--- src/include/nvs_pkg.sv ---
// Constants, types and timing figures for the nonvolatile SRAM host controller.
// Contract
// - Host holds write strobe high during every SRAM read cycle.
// - Command sequence advances only by reads ended by select or output drive.
// - Host reads six sequence addresses back to back in exact order.
// - Host keeps write strobe high across all six sequence reads.
// - Each sequence read lasts at least one initiation cycle time.
// - Hardware save request is held low for at least 15 ns.
// - Host leaves the save/busy line released during SRAM reads and writes.
package nvs_pkg;

    // ------------------------------------------------------------------
    // Widths
    // ------------------------------------------------------------------
    localparam int ADDR_W   = 17;
    localparam int DATA_W   = 8;
    localparam int TMR_W    = 24;
    localparam int IDX_W    = 3;
    localparam int SEQ_LEN  = 6;
    localparam logic [IDX_W-1:0] SEQ_FIRST = 3'h0;
    localparam logic [IDX_W-1:0] SEQ_LAST  = 3'h5;

    // ------------------------------------------------------------------
    // Timing in printed units and derived cycle counts
    // ------------------------------------------------------------------
    localparam int CLK_PERIOD_NS = 4;
    localparam int T_RC_NS       = 45;
    localparam int T_WP_NS       = 30;
    localparam int T_WC_NS       = 45;
    localparam int T_HSB_NS      = 15;
    localparam int T_SS_US       = 70;
    localparam int T_DELAY_US    = 70;
    localparam int T_RECALL_US   = 100;
    localparam int T_STORE_MS    = 15;
    localparam int T_PWRUP_MS    = 20;

    localparam int RC_CYC     = (T_RC_NS + CLK_PERIOD_NS - 1) / CLK_PERIOD_NS;
    localparam int WP_CYC     = (T_WP_NS + CLK_PERIOD_NS - 1) / CLK_PERIOD_NS;
    localparam int WC_CYC     = (T_WC_NS + CLK_PERIOD_NS - 1) / CLK_PERIOD_NS;
    localparam int GAP_CYC    = WC_CYC - WP_CYC;
    localparam int HSB_CYC    = (T_HSB_NS + CLK_PERIOD_NS - 1) / CLK_PERIOD_NS;
    localparam int SS_CYC     = (T_SS_US * 1000 + CLK_PERIOD_NS - 1) / CLK_PERIOD_NS;
    localparam int DELAY_CYC  = (T_DELAY_US * 1000 + CLK_PERIOD_NS - 1) / CLK_PERIOD_NS;
    localparam int RECALL_CYC = (T_RECALL_US * 1000 + CLK_PERIOD_NS - 1) / CLK_PERIOD_NS;
    localparam int STORE_CYC  = (T_STORE_MS * 1000000 + CLK_PERIOD_NS - 1) / CLK_PERIOD_NS;
    localparam int PWRUP_CYC  = (T_PWRUP_MS * 1000000 + CLK_PERIOD_NS - 1) / CLK_PERIOD_NS;

    // ------------------------------------------------------------------
    // Commands and reset levels
    // ------------------------------------------------------------------
    typedef enum logic [2:0] {
        OP_READ,
        OP_WRITE,
        OP_SW_STORE,
        OP_SW_RECALL,
        OP_HW_STORE
    } nvs_op_t;

    localparam logic [ADDR_W-1:0] ADDR_RST = 17'h00000;
    localparam logic [DATA_W-1:0] DATA_RST = 8'h00;

endpackage

--- src/include/nvs_tmr_if.sv ---
// Interface between the controller sequencer and its down counter.
`timescale 1ns/1ps
`default_nettype none
interface nvs_tmr_if;
    logic                      load;
    logic [nvs_pkg::TMR_W-1:0] value;
    logic                      expired;
    modport ctl (output load, output value, input expired);
    modport tmr (input load, input value, output expired);
endinterface
`default_nettype wire

--- src/rtl/nvs_timer.sv ---
// Shared down counter that times pin cycles and nonvolatile waits.
`timescale 1ns/1ps
`default_nettype none
module nvs_timer #(
    parameter logic [nvs_pkg::TMR_W-1:0] RESET_VAL = 24'h000000
) (
    input  wire logic clock,
    input  wire logic resetn,
    nvs_tmr_if.tmr    t
);
    logic [nvs_pkg::TMR_W-1:0] cnt_r;
    logic [nvs_pkg::TMR_W-1:0] cnt_nxt;

    // Expired looks at the count alone. The sequencer decides its load from
    // this flag, so reading the load back here would close a loop through it.
    assign t.expired = (cnt_r == '0);

    always_comb begin
        cnt_nxt = cnt_r;
        if (t.load) begin
            cnt_nxt = t.value;
        end else if (cnt_r != '0) begin
            cnt_nxt = cnt_r - 24'h000001;
        end
    end

    always_ff @(posedge clock) begin
        if (!resetn) begin
            cnt_r <= RESET_VAL;
        end else begin
            cnt_r <= cnt_nxt;
        end
    end
endmodule // nvs_timer
`default_nettype wire

--- src/rtl/nvs_host.sv ---
// Host controller that drives the nonvolatile SRAM pins for data and save/restore.
`timescale 1ns/1ps
`default_nettype none
module nvs_host #(
    parameter logic [nvs_pkg::TMR_W-1:0] SS_WAIT     = 24'(nvs_pkg::SS_CYC),
    parameter logic [nvs_pkg::TMR_W-1:0] DELAY_WAIT  = 24'(nvs_pkg::DELAY_CYC),
    parameter logic [nvs_pkg::TMR_W-1:0] RECALL_WAIT = 24'(nvs_pkg::RECALL_CYC),
    parameter logic [nvs_pkg::TMR_W-1:0] STORE_WAIT  = 24'(nvs_pkg::STORE_CYC),
    parameter logic [nvs_pkg::TMR_W-1:0] PWRUP_WAIT  = 24'(nvs_pkg::PWRUP_CYC),
    parameter logic [nvs_pkg::SEQ_LEN-1:0][nvs_pkg::ADDR_W-1:0] STORE_SEQ = {
        17'h00006, 17'h00005, 17'h00004, 17'h00003, 17'h00002, 17'h00001},
    parameter logic [nvs_pkg::SEQ_LEN-1:0][nvs_pkg::ADDR_W-1:0] RECALL_SEQ = {
        17'h00016, 17'h00015, 17'h00014, 17'h00013, 17'h00012, 17'h00011}
) (
    input  wire logic                       clock,
    input  wire logic                       resetn,
    input  wire logic                       cmd_valid,
    output logic                            cmd_ready,
    input  wire nvs_pkg::nvs_op_t           cmd_op,
    input  wire logic [nvs_pkg::ADDR_W-1:0] cmd_addr,
    input  wire logic [nvs_pkg::DATA_W-1:0] cmd_wdata,
    output logic                            rsp_valid,
    output logic [nvs_pkg::DATA_W-1:0]      rsp_rdata,
    output logic [nvs_pkg::ADDR_W-1:0]      nv_addr,
    output logic                            nv_ce_n,
    output logic                            nv_oe_n,
    output logic                            nv_we_n,
    output logic [nvs_pkg::DATA_W-1:0]      nv_dq_o,
    output logic                            nv_dq_oe,
    input  wire logic [nvs_pkg::DATA_W-1:0] nv_dq_i,
    output logic                            hw_save_busy_n_o,
    output logic                            hw_save_busy_n_oe,
    input  wire logic                       hw_save_busy_n_i
);
    // ------------------------------------------------------------------
    // State and timer
    // ------------------------------------------------------------------
    typedef enum logic [2:0] {
        ST_PWRUP, ST_IDLE, ST_ACC, ST_GAP,
        ST_WAIT_SS, ST_WAIT_NV, ST_HSB_PULSE, ST_HSB_DELAY
    } nvs_state_t;

    nvs_state_t                  state_r, state_nxt;
    nvs_pkg::nvs_op_t            op_r, op_nxt;
    logic                        seq_r, seq_nxt;
    logic [nvs_pkg::IDX_W-1:0]   idx_r, idx_nxt;
    logic                        dirty_r, dirty_nxt;
    logic                        ready_nxt, rsp_nxt;
    logic [nvs_pkg::DATA_W-1:0]  rdata_nxt, dq_o_nxt;
    logic [nvs_pkg::ADDR_W-1:0]  addr_nxt;
    logic                        ce_n_nxt, oe_n_nxt, we_n_nxt, dq_oe_nxt, hsb_oe_nxt;

    nvs_tmr_if tmr ();

    nvs_timer #(
        .RESET_VAL (PWRUP_WAIT)
    ) u_timer (
        .clock  (clock),
        .resetn (resetn),
        .t      (tmr.tmr)
    );

    function automatic logic [nvs_pkg::ADDR_W-1:0] seq_addr(
        input nvs_pkg::nvs_op_t          op,
        input logic [nvs_pkg::IDX_W-1:0] idx
    );
        seq_addr = (op == nvs_pkg::OP_SW_RECALL) ? RECALL_SEQ[idx] : STORE_SEQ[idx];
    endfunction

    // ------------------------------------------------------------------
    // Sequencer next state
    // ------------------------------------------------------------------
    always_comb begin
        state_nxt  = state_r;
        op_nxt     = op_r;
        seq_nxt    = seq_r;
        idx_nxt    = idx_r;
        dirty_nxt  = dirty_r;
        ready_nxt  = cmd_ready;
        rsp_nxt    = 1'b0;
        rdata_nxt  = rsp_rdata;
        addr_nxt   = nv_addr;
        ce_n_nxt   = nv_ce_n;
        oe_n_nxt   = nv_oe_n;
        we_n_nxt   = nv_we_n;
        dq_o_nxt   = nv_dq_o;
        dq_oe_nxt  = nv_dq_oe;
        hsb_oe_nxt = hw_save_busy_n_oe;
        tmr.load   = 1'b0;
        tmr.value  = '0;
        case (state_r)
            ST_PWRUP: begin
                if (tmr.expired) begin
                    state_nxt = ST_IDLE;
                    ready_nxt = 1'b1;
                end
            end
            ST_IDLE: begin
                if (cmd_valid) begin
                    ready_nxt = 1'b0;
                    op_nxt    = cmd_op;
                    seq_nxt   = 1'b0;
                    tmr.load  = 1'b1;
                    tmr.value = 24'(nvs_pkg::RC_CYC);
                    state_nxt = ST_ACC;
                    case (cmd_op)
                        // reads keep the write strobe high
                        nvs_pkg::OP_READ: begin
                            addr_nxt = cmd_addr;
                            ce_n_nxt = 1'b0;
                            oe_n_nxt = 1'b0;
                            we_n_nxt = 1'b1;
                        end
                        nvs_pkg::OP_WRITE: begin
                            addr_nxt  = cmd_addr;
                            ce_n_nxt  = 1'b0;
                            we_n_nxt  = 1'b0;
                            dq_o_nxt  = cmd_wdata;
                            dq_oe_nxt = 1'b1;
                            dirty_nxt = 1'b1;
                            tmr.value = 24'(nvs_pkg::WP_CYC);
                        end
                        // sequence reads start with write strobe high
                        nvs_pkg::OP_SW_STORE, nvs_pkg::OP_SW_RECALL: begin
                            seq_nxt  = 1'b1;
                            idx_nxt  = nvs_pkg::SEQ_FIRST;
                            addr_nxt = seq_addr(cmd_op, nvs_pkg::SEQ_FIRST);
                            ce_n_nxt = 1'b0;
                            oe_n_nxt = 1'b0;
                            we_n_nxt = 1'b1;
                        end
                        nvs_pkg::OP_HW_STORE: begin
                            hsb_oe_nxt = 1'b1;
                            tmr.value  = 24'(nvs_pkg::HSB_CYC);
                            state_nxt  = ST_HSB_PULSE;
                        end
                        default: begin
                            tmr.load  = 1'b0;
                            ready_nxt = 1'b1;
                            state_nxt = ST_IDLE;
                        end
                    endcase
                end
            end
            // each read lasts at least one read cycle time, each write strobe at least one write pulse width
            ST_ACC: begin
                if (tmr.expired) begin
                    // every access is ended by chip select
                    ce_n_nxt  = 1'b1;
                    oe_n_nxt  = 1'b1;
                    we_n_nxt  = 1'b1;
                    dq_oe_nxt = 1'b0;
                    if (op_r == nvs_pkg::OP_READ) begin
                        rdata_nxt = nv_dq_i;
                    end
                    tmr.load  = 1'b1;
                    tmr.value = 24'(nvs_pkg::GAP_CYC);
                    state_nxt = ST_GAP;
                end
            end
            ST_GAP: begin
                if (tmr.expired) begin
                    if (seq_r && (idx_r != nvs_pkg::SEQ_LAST)) begin
                        // next address of the sequence, no other access between
                        idx_nxt   = idx_r + 3'h1;
                        addr_nxt  = seq_addr(op_r, idx_r + 3'h1);
                        ce_n_nxt  = 1'b0;
                        oe_n_nxt  = 1'b0;
                        tmr.load  = 1'b1;
                        tmr.value = 24'(nvs_pkg::RC_CYC);
                        state_nxt = ST_ACC;
                    end else if (seq_r) begin
                        // wait for the device to act on the command
                        seq_nxt   = 1'b0;
                        tmr.load  = 1'b1;
                        tmr.value = SS_WAIT;
                        state_nxt = ST_WAIT_SS;
                    end else begin
                        rsp_nxt   = 1'b1;
                        ready_nxt = 1'b1;
                        state_nxt = ST_IDLE;
                    end
                end
            end
            ST_WAIT_SS: begin
                if (tmr.expired) begin
                    // a clean array needs no save wait
                    if ((op_r == nvs_pkg::OP_SW_STORE) && !dirty_r) begin
                        rsp_nxt   = 1'b1;
                        ready_nxt = 1'b1;
                        state_nxt = ST_IDLE;
                    end else begin
                        // accesses stay blocked until restore or save ends
                        tmr.load  = 1'b1;
                        tmr.value = (op_r == nvs_pkg::OP_SW_RECALL) ? RECALL_WAIT : STORE_WAIT;
                        state_nxt = ST_WAIT_NV;
                    end
                end
            end
            // restore or save bounded by its longest time
            ST_WAIT_NV: begin
                // released busy line ends the wait early
                if (hw_save_busy_n_i || tmr.expired) begin
                    dirty_nxt = 1'b0;
                    rsp_nxt   = 1'b1;
                    ready_nxt = 1'b1;
                    state_nxt = ST_IDLE;
                end
            end
            ST_HSB_PULSE: begin
                if (tmr.expired) begin
                    hsb_oe_nxt = 1'b0;
                    tmr.load   = 1'b1;
                    tmr.value  = DELAY_WAIT;
                    state_nxt  = ST_HSB_DELAY;
                end
            end
            // give the device its cycle completion window
            ST_HSB_DELAY: begin
                if (tmr.expired) begin
                    if (!dirty_r) begin
                        rsp_nxt   = 1'b1;
                        ready_nxt = 1'b1;
                        state_nxt = ST_IDLE;
                    end else begin
                        tmr.load  = 1'b1;
                        tmr.value = STORE_WAIT;
                        state_nxt = ST_WAIT_NV;
                    end
                end
            end
            default: begin
                state_nxt = ST_IDLE;
                ready_nxt = 1'b1;
            end
        endcase
    end

    // ------------------------------------------------------------------
    // Registers
    // ------------------------------------------------------------------
    always_ff @(posedge clock) begin
        if (!resetn) begin
            state_r           <= ST_PWRUP;
            op_r              <= nvs_pkg::OP_READ;
            seq_r             <= 1'b0;
            idx_r             <= nvs_pkg::SEQ_FIRST;
            dirty_r           <= 1'b0;
            cmd_ready         <= 1'b0;
            rsp_valid         <= 1'b0;
            rsp_rdata         <= nvs_pkg::DATA_RST;
            nv_addr           <= nvs_pkg::ADDR_RST;
            nv_ce_n           <= 1'b1;
            nv_oe_n           <= 1'b1;
            nv_we_n           <= 1'b1;
            nv_dq_o           <= nvs_pkg::DATA_RST;
            nv_dq_oe          <= 1'b0;
            hw_save_busy_n_o  <= 1'b0;
            hw_save_busy_n_oe <= 1'b0;
        end else begin
            state_r           <= state_nxt;
            op_r              <= op_nxt;
            seq_r             <= seq_nxt;
            idx_r             <= idx_nxt;
            dirty_r           <= dirty_nxt;
            cmd_ready         <= ready_nxt;
            rsp_valid         <= rsp_nxt;
            rsp_rdata         <= rdata_nxt;
            nv_addr           <= addr_nxt;
            nv_ce_n           <= ce_n_nxt;
            nv_oe_n           <= oe_n_nxt;
            nv_we_n           <= we_n_nxt;
            nv_dq_o           <= dq_o_nxt;
            nv_dq_oe          <= dq_oe_nxt;
            hw_save_busy_n_o  <= 1'b0;
            hw_save_busy_n_oe <= hsb_oe_nxt;
        end
    end

    // ------------------------------------------------------------------
    // Assertions
    // ------------------------------------------------------------------
    localparam int A_RC = nvs_pkg::RC_CYC;
    localparam logic [nvs_pkg::IDX_W-1:0] A_LAST = nvs_pkg::SEQ_LAST;

    logic [7:0] a_low_cnt;
    always_ff @(posedge clock) begin
        if (!resetn || nv_ce_n) begin
            a_low_cnt <= 8'h00;
        end else begin
            a_low_cnt <= a_low_cnt + 8'h01;
        end
    end
endmodule // nvs_host
`default_nettype wire

--- config.mk ---
export PLATFORM = sky130hd
export DESIGN_NAME = nvs_host
export DESIGN_NICKNAME = d
export VERILOG_FILES = /design/src/include/nvs_pkg.sv /design/src/include/nvs_tmr_if.sv /design/src/rtl/nvs_timer.sv /design/src/rtl/nvs_host.sv
export SDC_FILE = /design/constraint.sdc
export NUM_CORES = 1
export LEC_CHECK = 0
export BUFFER_PORTS_ARGS = -buffer_cell sky130_fd_sc_hd__clkbuf_2
export CAP_MARGIN = 15
export CORE_MARGIN = 2
export CORE_UTILIZATION = 25
export DETAILED_ROUTE_END_ITERATION = 8
export PLACE_DENSITY = 0.53
export SLEW_MARGIN = 20
export SYNTH_ARGS = -nofsm -noshare
export SYNTH_HDL_FRONTEND = slang
export SYNTH_SLANG_ARGS = --single-unit
--- constraint.sdc ---
create_clock -name clock -period 2.7 [get_ports clock]
set_clock_uncertainty 0.15 [all_clocks]
set_input_delay 0.54 -clock clock [delete_from_list [all_inputs] [get_ports clock]]
set_output_delay 0.54 -clock clock [all_outputs]
set_load 0.01 [all_outputs]
## Word-level counts from Yosys, hierarchy flattened

Memories as Yosys holds them, arrays and structs flattened.
Index checks and enable logic that the tools add are counted.

- Memories kept: 2
- Latch bits: 0
- Flip-flop bits (word level): 75
- Input port bits: 40
- ROM bits: 272
- Memory bits (writable): 0

- Order comparisons: 1
- Div/mod/pow operators: 0
- Eq/ne operators: 34
- Reduce and logical (&&, ||, !) cells: 36
- Add/sub/neg operators: 2
- Bitwise operators: 0
- Multiply operators: 0
- Mux-type cells: 100
- Shifts and indexed selects: 0

Memories:

| memory | words | width | read ports | clocked after memory_dff | write ports | RTL line | RTL |
|---|---|---|---|---|---|---|---|
| (no name shown) | 8 | 17 | 1 | 0 | 0 | nvs_host.sv:67 | `seq_addr = (op == nvs_pkg::OP_SW_RECALL) ? RECALL_SEQ[idx] : STORE_SEQ[idx];` |
| (no name shown) | 8 | 17 | 1 | 0 | 0 | nvs_host.sv:67 |  |

Operators with widths:

| cell | count |
|---|---|
| $pmux 22 s6 | 1 |
| $mux 22 | 5 |
| $mux 17 | 6 |
| $pmux 17 s2 | 2 |
| $mux 15 | 4 |
| $mux 3 | 17 |
| $mux 24 | 2 |
| $mux 1 | 46 |
| $ne 2x2->1 const B | 17 |
| $logic_not 24->1 | 1 |
| $pmux 3 s8 | 1 |
| $reduce_bool 24->1 | 1 |
| $sub 24x1->24 const B | 1 |
| $reduce_and 4->1 | 5 |
| $eq 3x2->1 const B | 6 |
| $eq 3x3->1 const B | 5 |
| $pmux 1 s2 | 6 |
| $pmux 3 s2 | 2 |
| $reduce_and 6->1 | 2 |
| $reduce_and 11->1 | 1 |
| $reduce_and 5->1 | 2 |
| $reduce_bool 2->1 | 5 |
| $logic_not 3->1 | 3 |
| $pmux 4 s2 | 1 |
| 24 further kinds | 31 |

## Longest topological paths before layout

- Depth in word-level cells: 7
- Gate-level depth with buffers: 9
- Depth with buffers taken out: 7

## Modules after synthesis

A second synthesis with hierarchy kept.

- Cells, all modules: 442
- Area total of the unflattened synthesis: 3900.0 um2

By module, submodules not included:

| module | seq. area each (um2) | instances | area an instance (um2) | cells an instance |
|---|---|---|---|---|
| nvs_host | 1021.0 | 1 | 2477.4 | 282 |
| nvs_timer | 480.5 | 1 | 1422.6 | 160 |

## Least setup slack after synthesis

Ideal clock, no wire load.

- Path type: flip-flop to flip-flop
- Start: reg u_timer.cnt_r[0] (netlist bit)
- End: reg rsp_rdata[0] (netlist bit)
- Data arrival time: 2.181 ns
- Cell stages (with the launch flop): 8
- Setup slack: 0.242 ns
- Clock period less this slack: 2.458 ns
- Cell sequence: dfxtp_1 -> inv_1 -> ha_1 -> nor4b_1 -> nand4_2 -> nor4_4 -> mux2i_1 -> nor2_1

- Longest elaborated chain between the ends: 2

RTL lines:

| item | RTL line | RTL |
|---|---|---|
| start, declared | nvs_timer.sv:11 | `logic [nvs_pkg::TMR_W-1:0] cnt_r;` |
| start signal, assigned | nvs_timer.sv:31 | `cnt_r <= cnt_nxt;` |
| $logic_not 24->1 | nvs_timer.sv:16 | `assign t.expired = (cnt_r == '0);` |
| $reduce_and 3->1 (no line) | - |  |
| end signal, assigned | nvs_host.sv:251 | `rsp_rdata <= nvs_pkg::DATA_RST;` |
| end signal, assigned | nvs_host.sv:268 | `rsp_rdata <= rdata_nxt;` |
| end, declared | nvs_host.sv:23 | `output logic [nvs_pkg::DATA_W-1:0] rsp_rdata,` |

Every way passes these cells.
A chain may end at the register's enable or synchronous reset.

## Worst setup path after layout

- Start: reg u_timer.cnt_r[13] (netlist bit)
- End: reg nv_oe_n

- Longest elaborated chain between the ends: 3

RTL lines:

| item | RTL line | RTL |
|---|---|---|
| $logic_not 24->1 (*) | nvs_timer.sv:16 |  |
| $ne 2x2->1 (no line) | - |  |
| $reduce_and 6->1 (no line) (*) | - |  |
| end signal, assigned | nvs_host.sv:271 | `nv_oe_n <= oe_n_nxt;` |
| end, declared | nvs_host.sv:26 | `output logic nv_oe_n,` |

Every way passes the cells marked *; elsewhere a longest branch is shown, timed or not.

==> key figures <==
Outcome
  – Outcome: finished clean

Logic synthesis
  – Portion of the post-synthesis area used by sequential elements: 39.1%
  – Commonest register cell after synthesis: sky130_fd_sc_hd__dfxtp_1
  – Per-instance average area after synthesis: 8.15 µm²
  – Post-Syn Nets: around 520
  – Warnings from Yosys: 0
  – Number of library cell types mapped by synthesis: 64
  – Area of the mapped netlist: between 3000 and 4000 µm²
  – Cells after synthesis: between 400 and 500
  – Synthesized flop and latch total: 75
  – Share of synthesized flip-flops with an asynchronous set or reset: 0%
  – Post-synth EDFFs: 0

Worst setup path
  – Reg2reg setup slack: 180 ps
  – Reg-to-reg startpoint: u_timer.cnt_r[13]
  – Register-to-Register Path Depth: 5
  – CP arrival: 2610 ps
  – Required time at the endpoint of the critical path: 2790 ps
  – Critical path class: flop to flop
  – Reg-to-reg endpoint: nv_oe_n
  – Largest fanout on the critical path: 11
  – Kind of launch point of the worst setup path: flop
  – Type of destination of the critical path: flop

STA
  – Max transition margin: around 66%
  – Time the final worst path needs with I/O delays and setup: about 2500 ps
  – Slew @ Worst Pin: 511 ps
  – Maximum operating frequency: approximately 400 MHz
  – Setup repair after global routing missed its margin: no
  – Period utilization: between 90% and 100%
  – Total negative setup slack: 0 ps
  – Hold violation count in the final report: 0
  – Number of setup violations in the final report: 0
  – Slew Viols, Final: 0
  – Worst Setup Slack, final: 179 ps

Pwr
  – Proportion of power drawn by the clock network: 43.5%
  – Logic pwr share: 13.8%
  – Switch Pwr: about 0.00077 W
  – Pwr per Cell Area: about 590 nW/µm²
  – Sequential share of power: a little over two fifths
  – Sw Ratio: 26.5%
  – Peak VDD IR: 0.000308 V
  – Cell internal pwr: approximately 0.0021 W
  – Leakage component of the power: 1.86 nW

Cells and area
  – Layout net count: 606
  – Share of cells above drive strength 1: between 20% and 30%
  – Number of antenna cells inserted: 0
  – Final standard cell count with taps included and fillers excluded: 754
  – Number of fillers in the final layout: 1610
  – Growth of design area from synthesis to finish: 27.8%
  – Most frequent cells in the layout: sky130_fd_sc_hd__clkbuf_2 (79), sky130_fd_sc_hd__dfxtp_1 (75), sky130_fd_sc_hd__a21oi_1 (56)
  – Most common cell after layout, fill and taps aside: sky130_fd_sc_hd__clkbuf_2

Placed design
  – HPWL after detailed placement: 8710 µm
  – RePlAce Congestion: 0.950
  – Count of placed standard cells including taps: 738
  – Pre-CTS setup slack: roughly 110 ps
  – Buffers on Ports: 79

Detailed routing
  – Total wire length: between 10000 and 15000 µm
  – Number of DRC markers in iteration 0: 290
  – # DRC: 0
  – First drt pass iteration count: 5
  – Vias per cell: 5.17
  – Count of antenna-violating nets left after detailed routing: 0
  – Wire length per cell after detailed routing: about 16 µm
  – Detailed-route via count: around 3900

Global route
  – Maximum number of pins on one net before global-route repair: 26
  – Overall routing resource usage: 15.0%
  – Antenna violations before repair: 0
  – Remaining global-route overflow: 0
  – Via count of the first global-routing pass: 3862
  – Wire length of the first global-routing pass: between 15000 and 20000 µm

Clocking
  – Number of cells upsized or downsized after cts: 0
  – Clock network latency to the later pin of the worst-skew pair: 340 ps
  – Number of buffers inserted by post-CTS setup repair: 0
  – Deepest clock path buffer count: 2
  – TritonCTS clock tree: yes
  – H-tree Lvls: 3
  – Root buffer cell: sky130_fd_sc_hd__clkbuf_16
  – Number of clock buffers inserted by TritonCTS: 9
  – Clk slew on worst S/H paths: around 60 ps
  – Hold buffers post-CTS: 0
  – TritonCTS Sinks: 75

Die
  – Number of placement rows: 45
  – Initial cell density of the core: 25.4%
  – Num ports: 81
  – Horizontal die dimension: between 100 and 150 µm
  – Placeable core area: 15100 µm²
  – Height of the chip: between 100 and 150 µm
  – Total die area: 16400 µm²

Job
  – Max-Cap Viols: 0

Hold path
  – Worst Hold Endpoint: nv_addr[7]
  – Startpoint of the worst hold path: cmd_addr[7]
  – Hold Path Stages: 3
  – Path class of the lowest-slack min-delay path: primary input to flop
-- synthesized netlist by cell type (all sizes together), types with 4 or more instances --
master  count  area, µm²
inv        10       37.5
a211oi      5       37.5
clkbuf     24       90.1
and3        4       25.0
dfxtp      75       1500
nand3      19       95.1
xnor2      14        123
o21ai      37        185
nand2      51        191
o21a        6       45.0
xor2        5       43.8
nand3b      4       30.0
or4         5       41.3
or3         9       61.3
nand4       5       37.5
mux2i      11        110
nor4       10       98.8
o211ai     11       82.6
a21oi      56        280
buf         5       25.0
nand2b      6       37.5
nor2       31        124
ha          5       62.6
nor3       14       80.1
-- critical path, cell delays in order (launching register included) --
cell and delay [ps]:
sky130_fd_sc_hd__dfxtp_1 340, sky130_fd_sc_hd__or4_4 580, sky130_fd_sc_hd__or3_4 480, sky130_fd_sc_hd__nor3_2 360
sky130_fd_sc_hd__o211ai_1 220, sky130_fd_sc_hd__a31o_2 280
-- power by group through the flow --
stage	Clock [W]	Sequential, W	Combinational, W
after floorplan	0	0.00124	0.000271
after global placement	0	0.00126	0.000397
after detailed placement	0	0.00126	0.000395
after CTS	0.00130	0.00124	0.000400
after global routing	0.00134	0.00125	0.000445
final	0.00126	0.00124	0.000401
-- layer usage --
metal	up-vias	track usage, %	wire [µm]
met5	-	0	0
met4	0	7.76	331
met3	27	3.76	715
met2	133	24.9	5660
met1	1840	17.9	5200
li1	1898	-	-
-- worst max path at each step --
stage	slack [ps]	depth (start not counted)	start	endpoint
final	180	5	u_timer.cnt_r[13]	nv_oe_n
after global routing	70	9	u_timer.cnt_r[0]	nv_oe_n
after CTS	90	5	u_timer.cnt_r[13]	u_timer.cnt_r[11]
after detailed placement	110	5	u_timer.cnt_r[13]	u_timer.cnt_r[11]
after global placement	250	5	u_timer.cnt_r[13]	nv_oe_n
after floorplan	240	7	u_timer.cnt_r[0]	rsp_rdata[0]
-- area by class of cell --
| type | count | area (µm²) | share of cell area [%] |
|---|---|---|---|
| sequential | 75 | 1500 | 30.6 |
| multi-input combinational | 356 | 2190 | 44.6 |
| timing repair buffer | 108 | 626 | 12.8 |
| inverter | 11 | 41.3 | 0.842 |
| clock buffer | 12 | 267 | 5.43 |
| tap | 188 | 235 | 4.79 |
| clock inverter | 4 | 47.5 | 0.969 |
-- cell families after synthesis --
group	after synthesis	share of synthesized area (%)
other	1	0.0977
xor gates and xnor gates	19	4.33
buffers and inverters	40	4.07
adders and majority gates	5	1.63
DFF	75	39.1
muxes	12	3.16
and+or+nand+nor	174	24.7
AOI/OAI and AO/OA	145	22.9
-- sequential cells by signal (all words and copies together), names as in the netlist --
register and count:
seq_r 1, rsp_rdata 8, u_timer.cnt_r 24, nv_addr 17, op_r 3, cmd_ready 1
nv_ce_n 1, state_r 3, hw_save_busy_n_oe 1, nv_dq_o 8, nv_oe_n 1, dirty_r 1
rsp_valid 1, idx_r 3, nv_we_n 1, nv_dq_oe 1
-- stage by stage --
stage	hold slack, ps	power [W]	area, µm²	utilization [%]
detailed placement	297	0.00166	4590	30.4
global route	264	0.00304	4910	32.5
finish	265	0.00290	4910	32.5
global placement	293	0.00166	4590	30.4
CTS	249	0.00294	4900	32.5
floorplan	310	0.00151	3840	-
(Power assumes the default switching activity.)
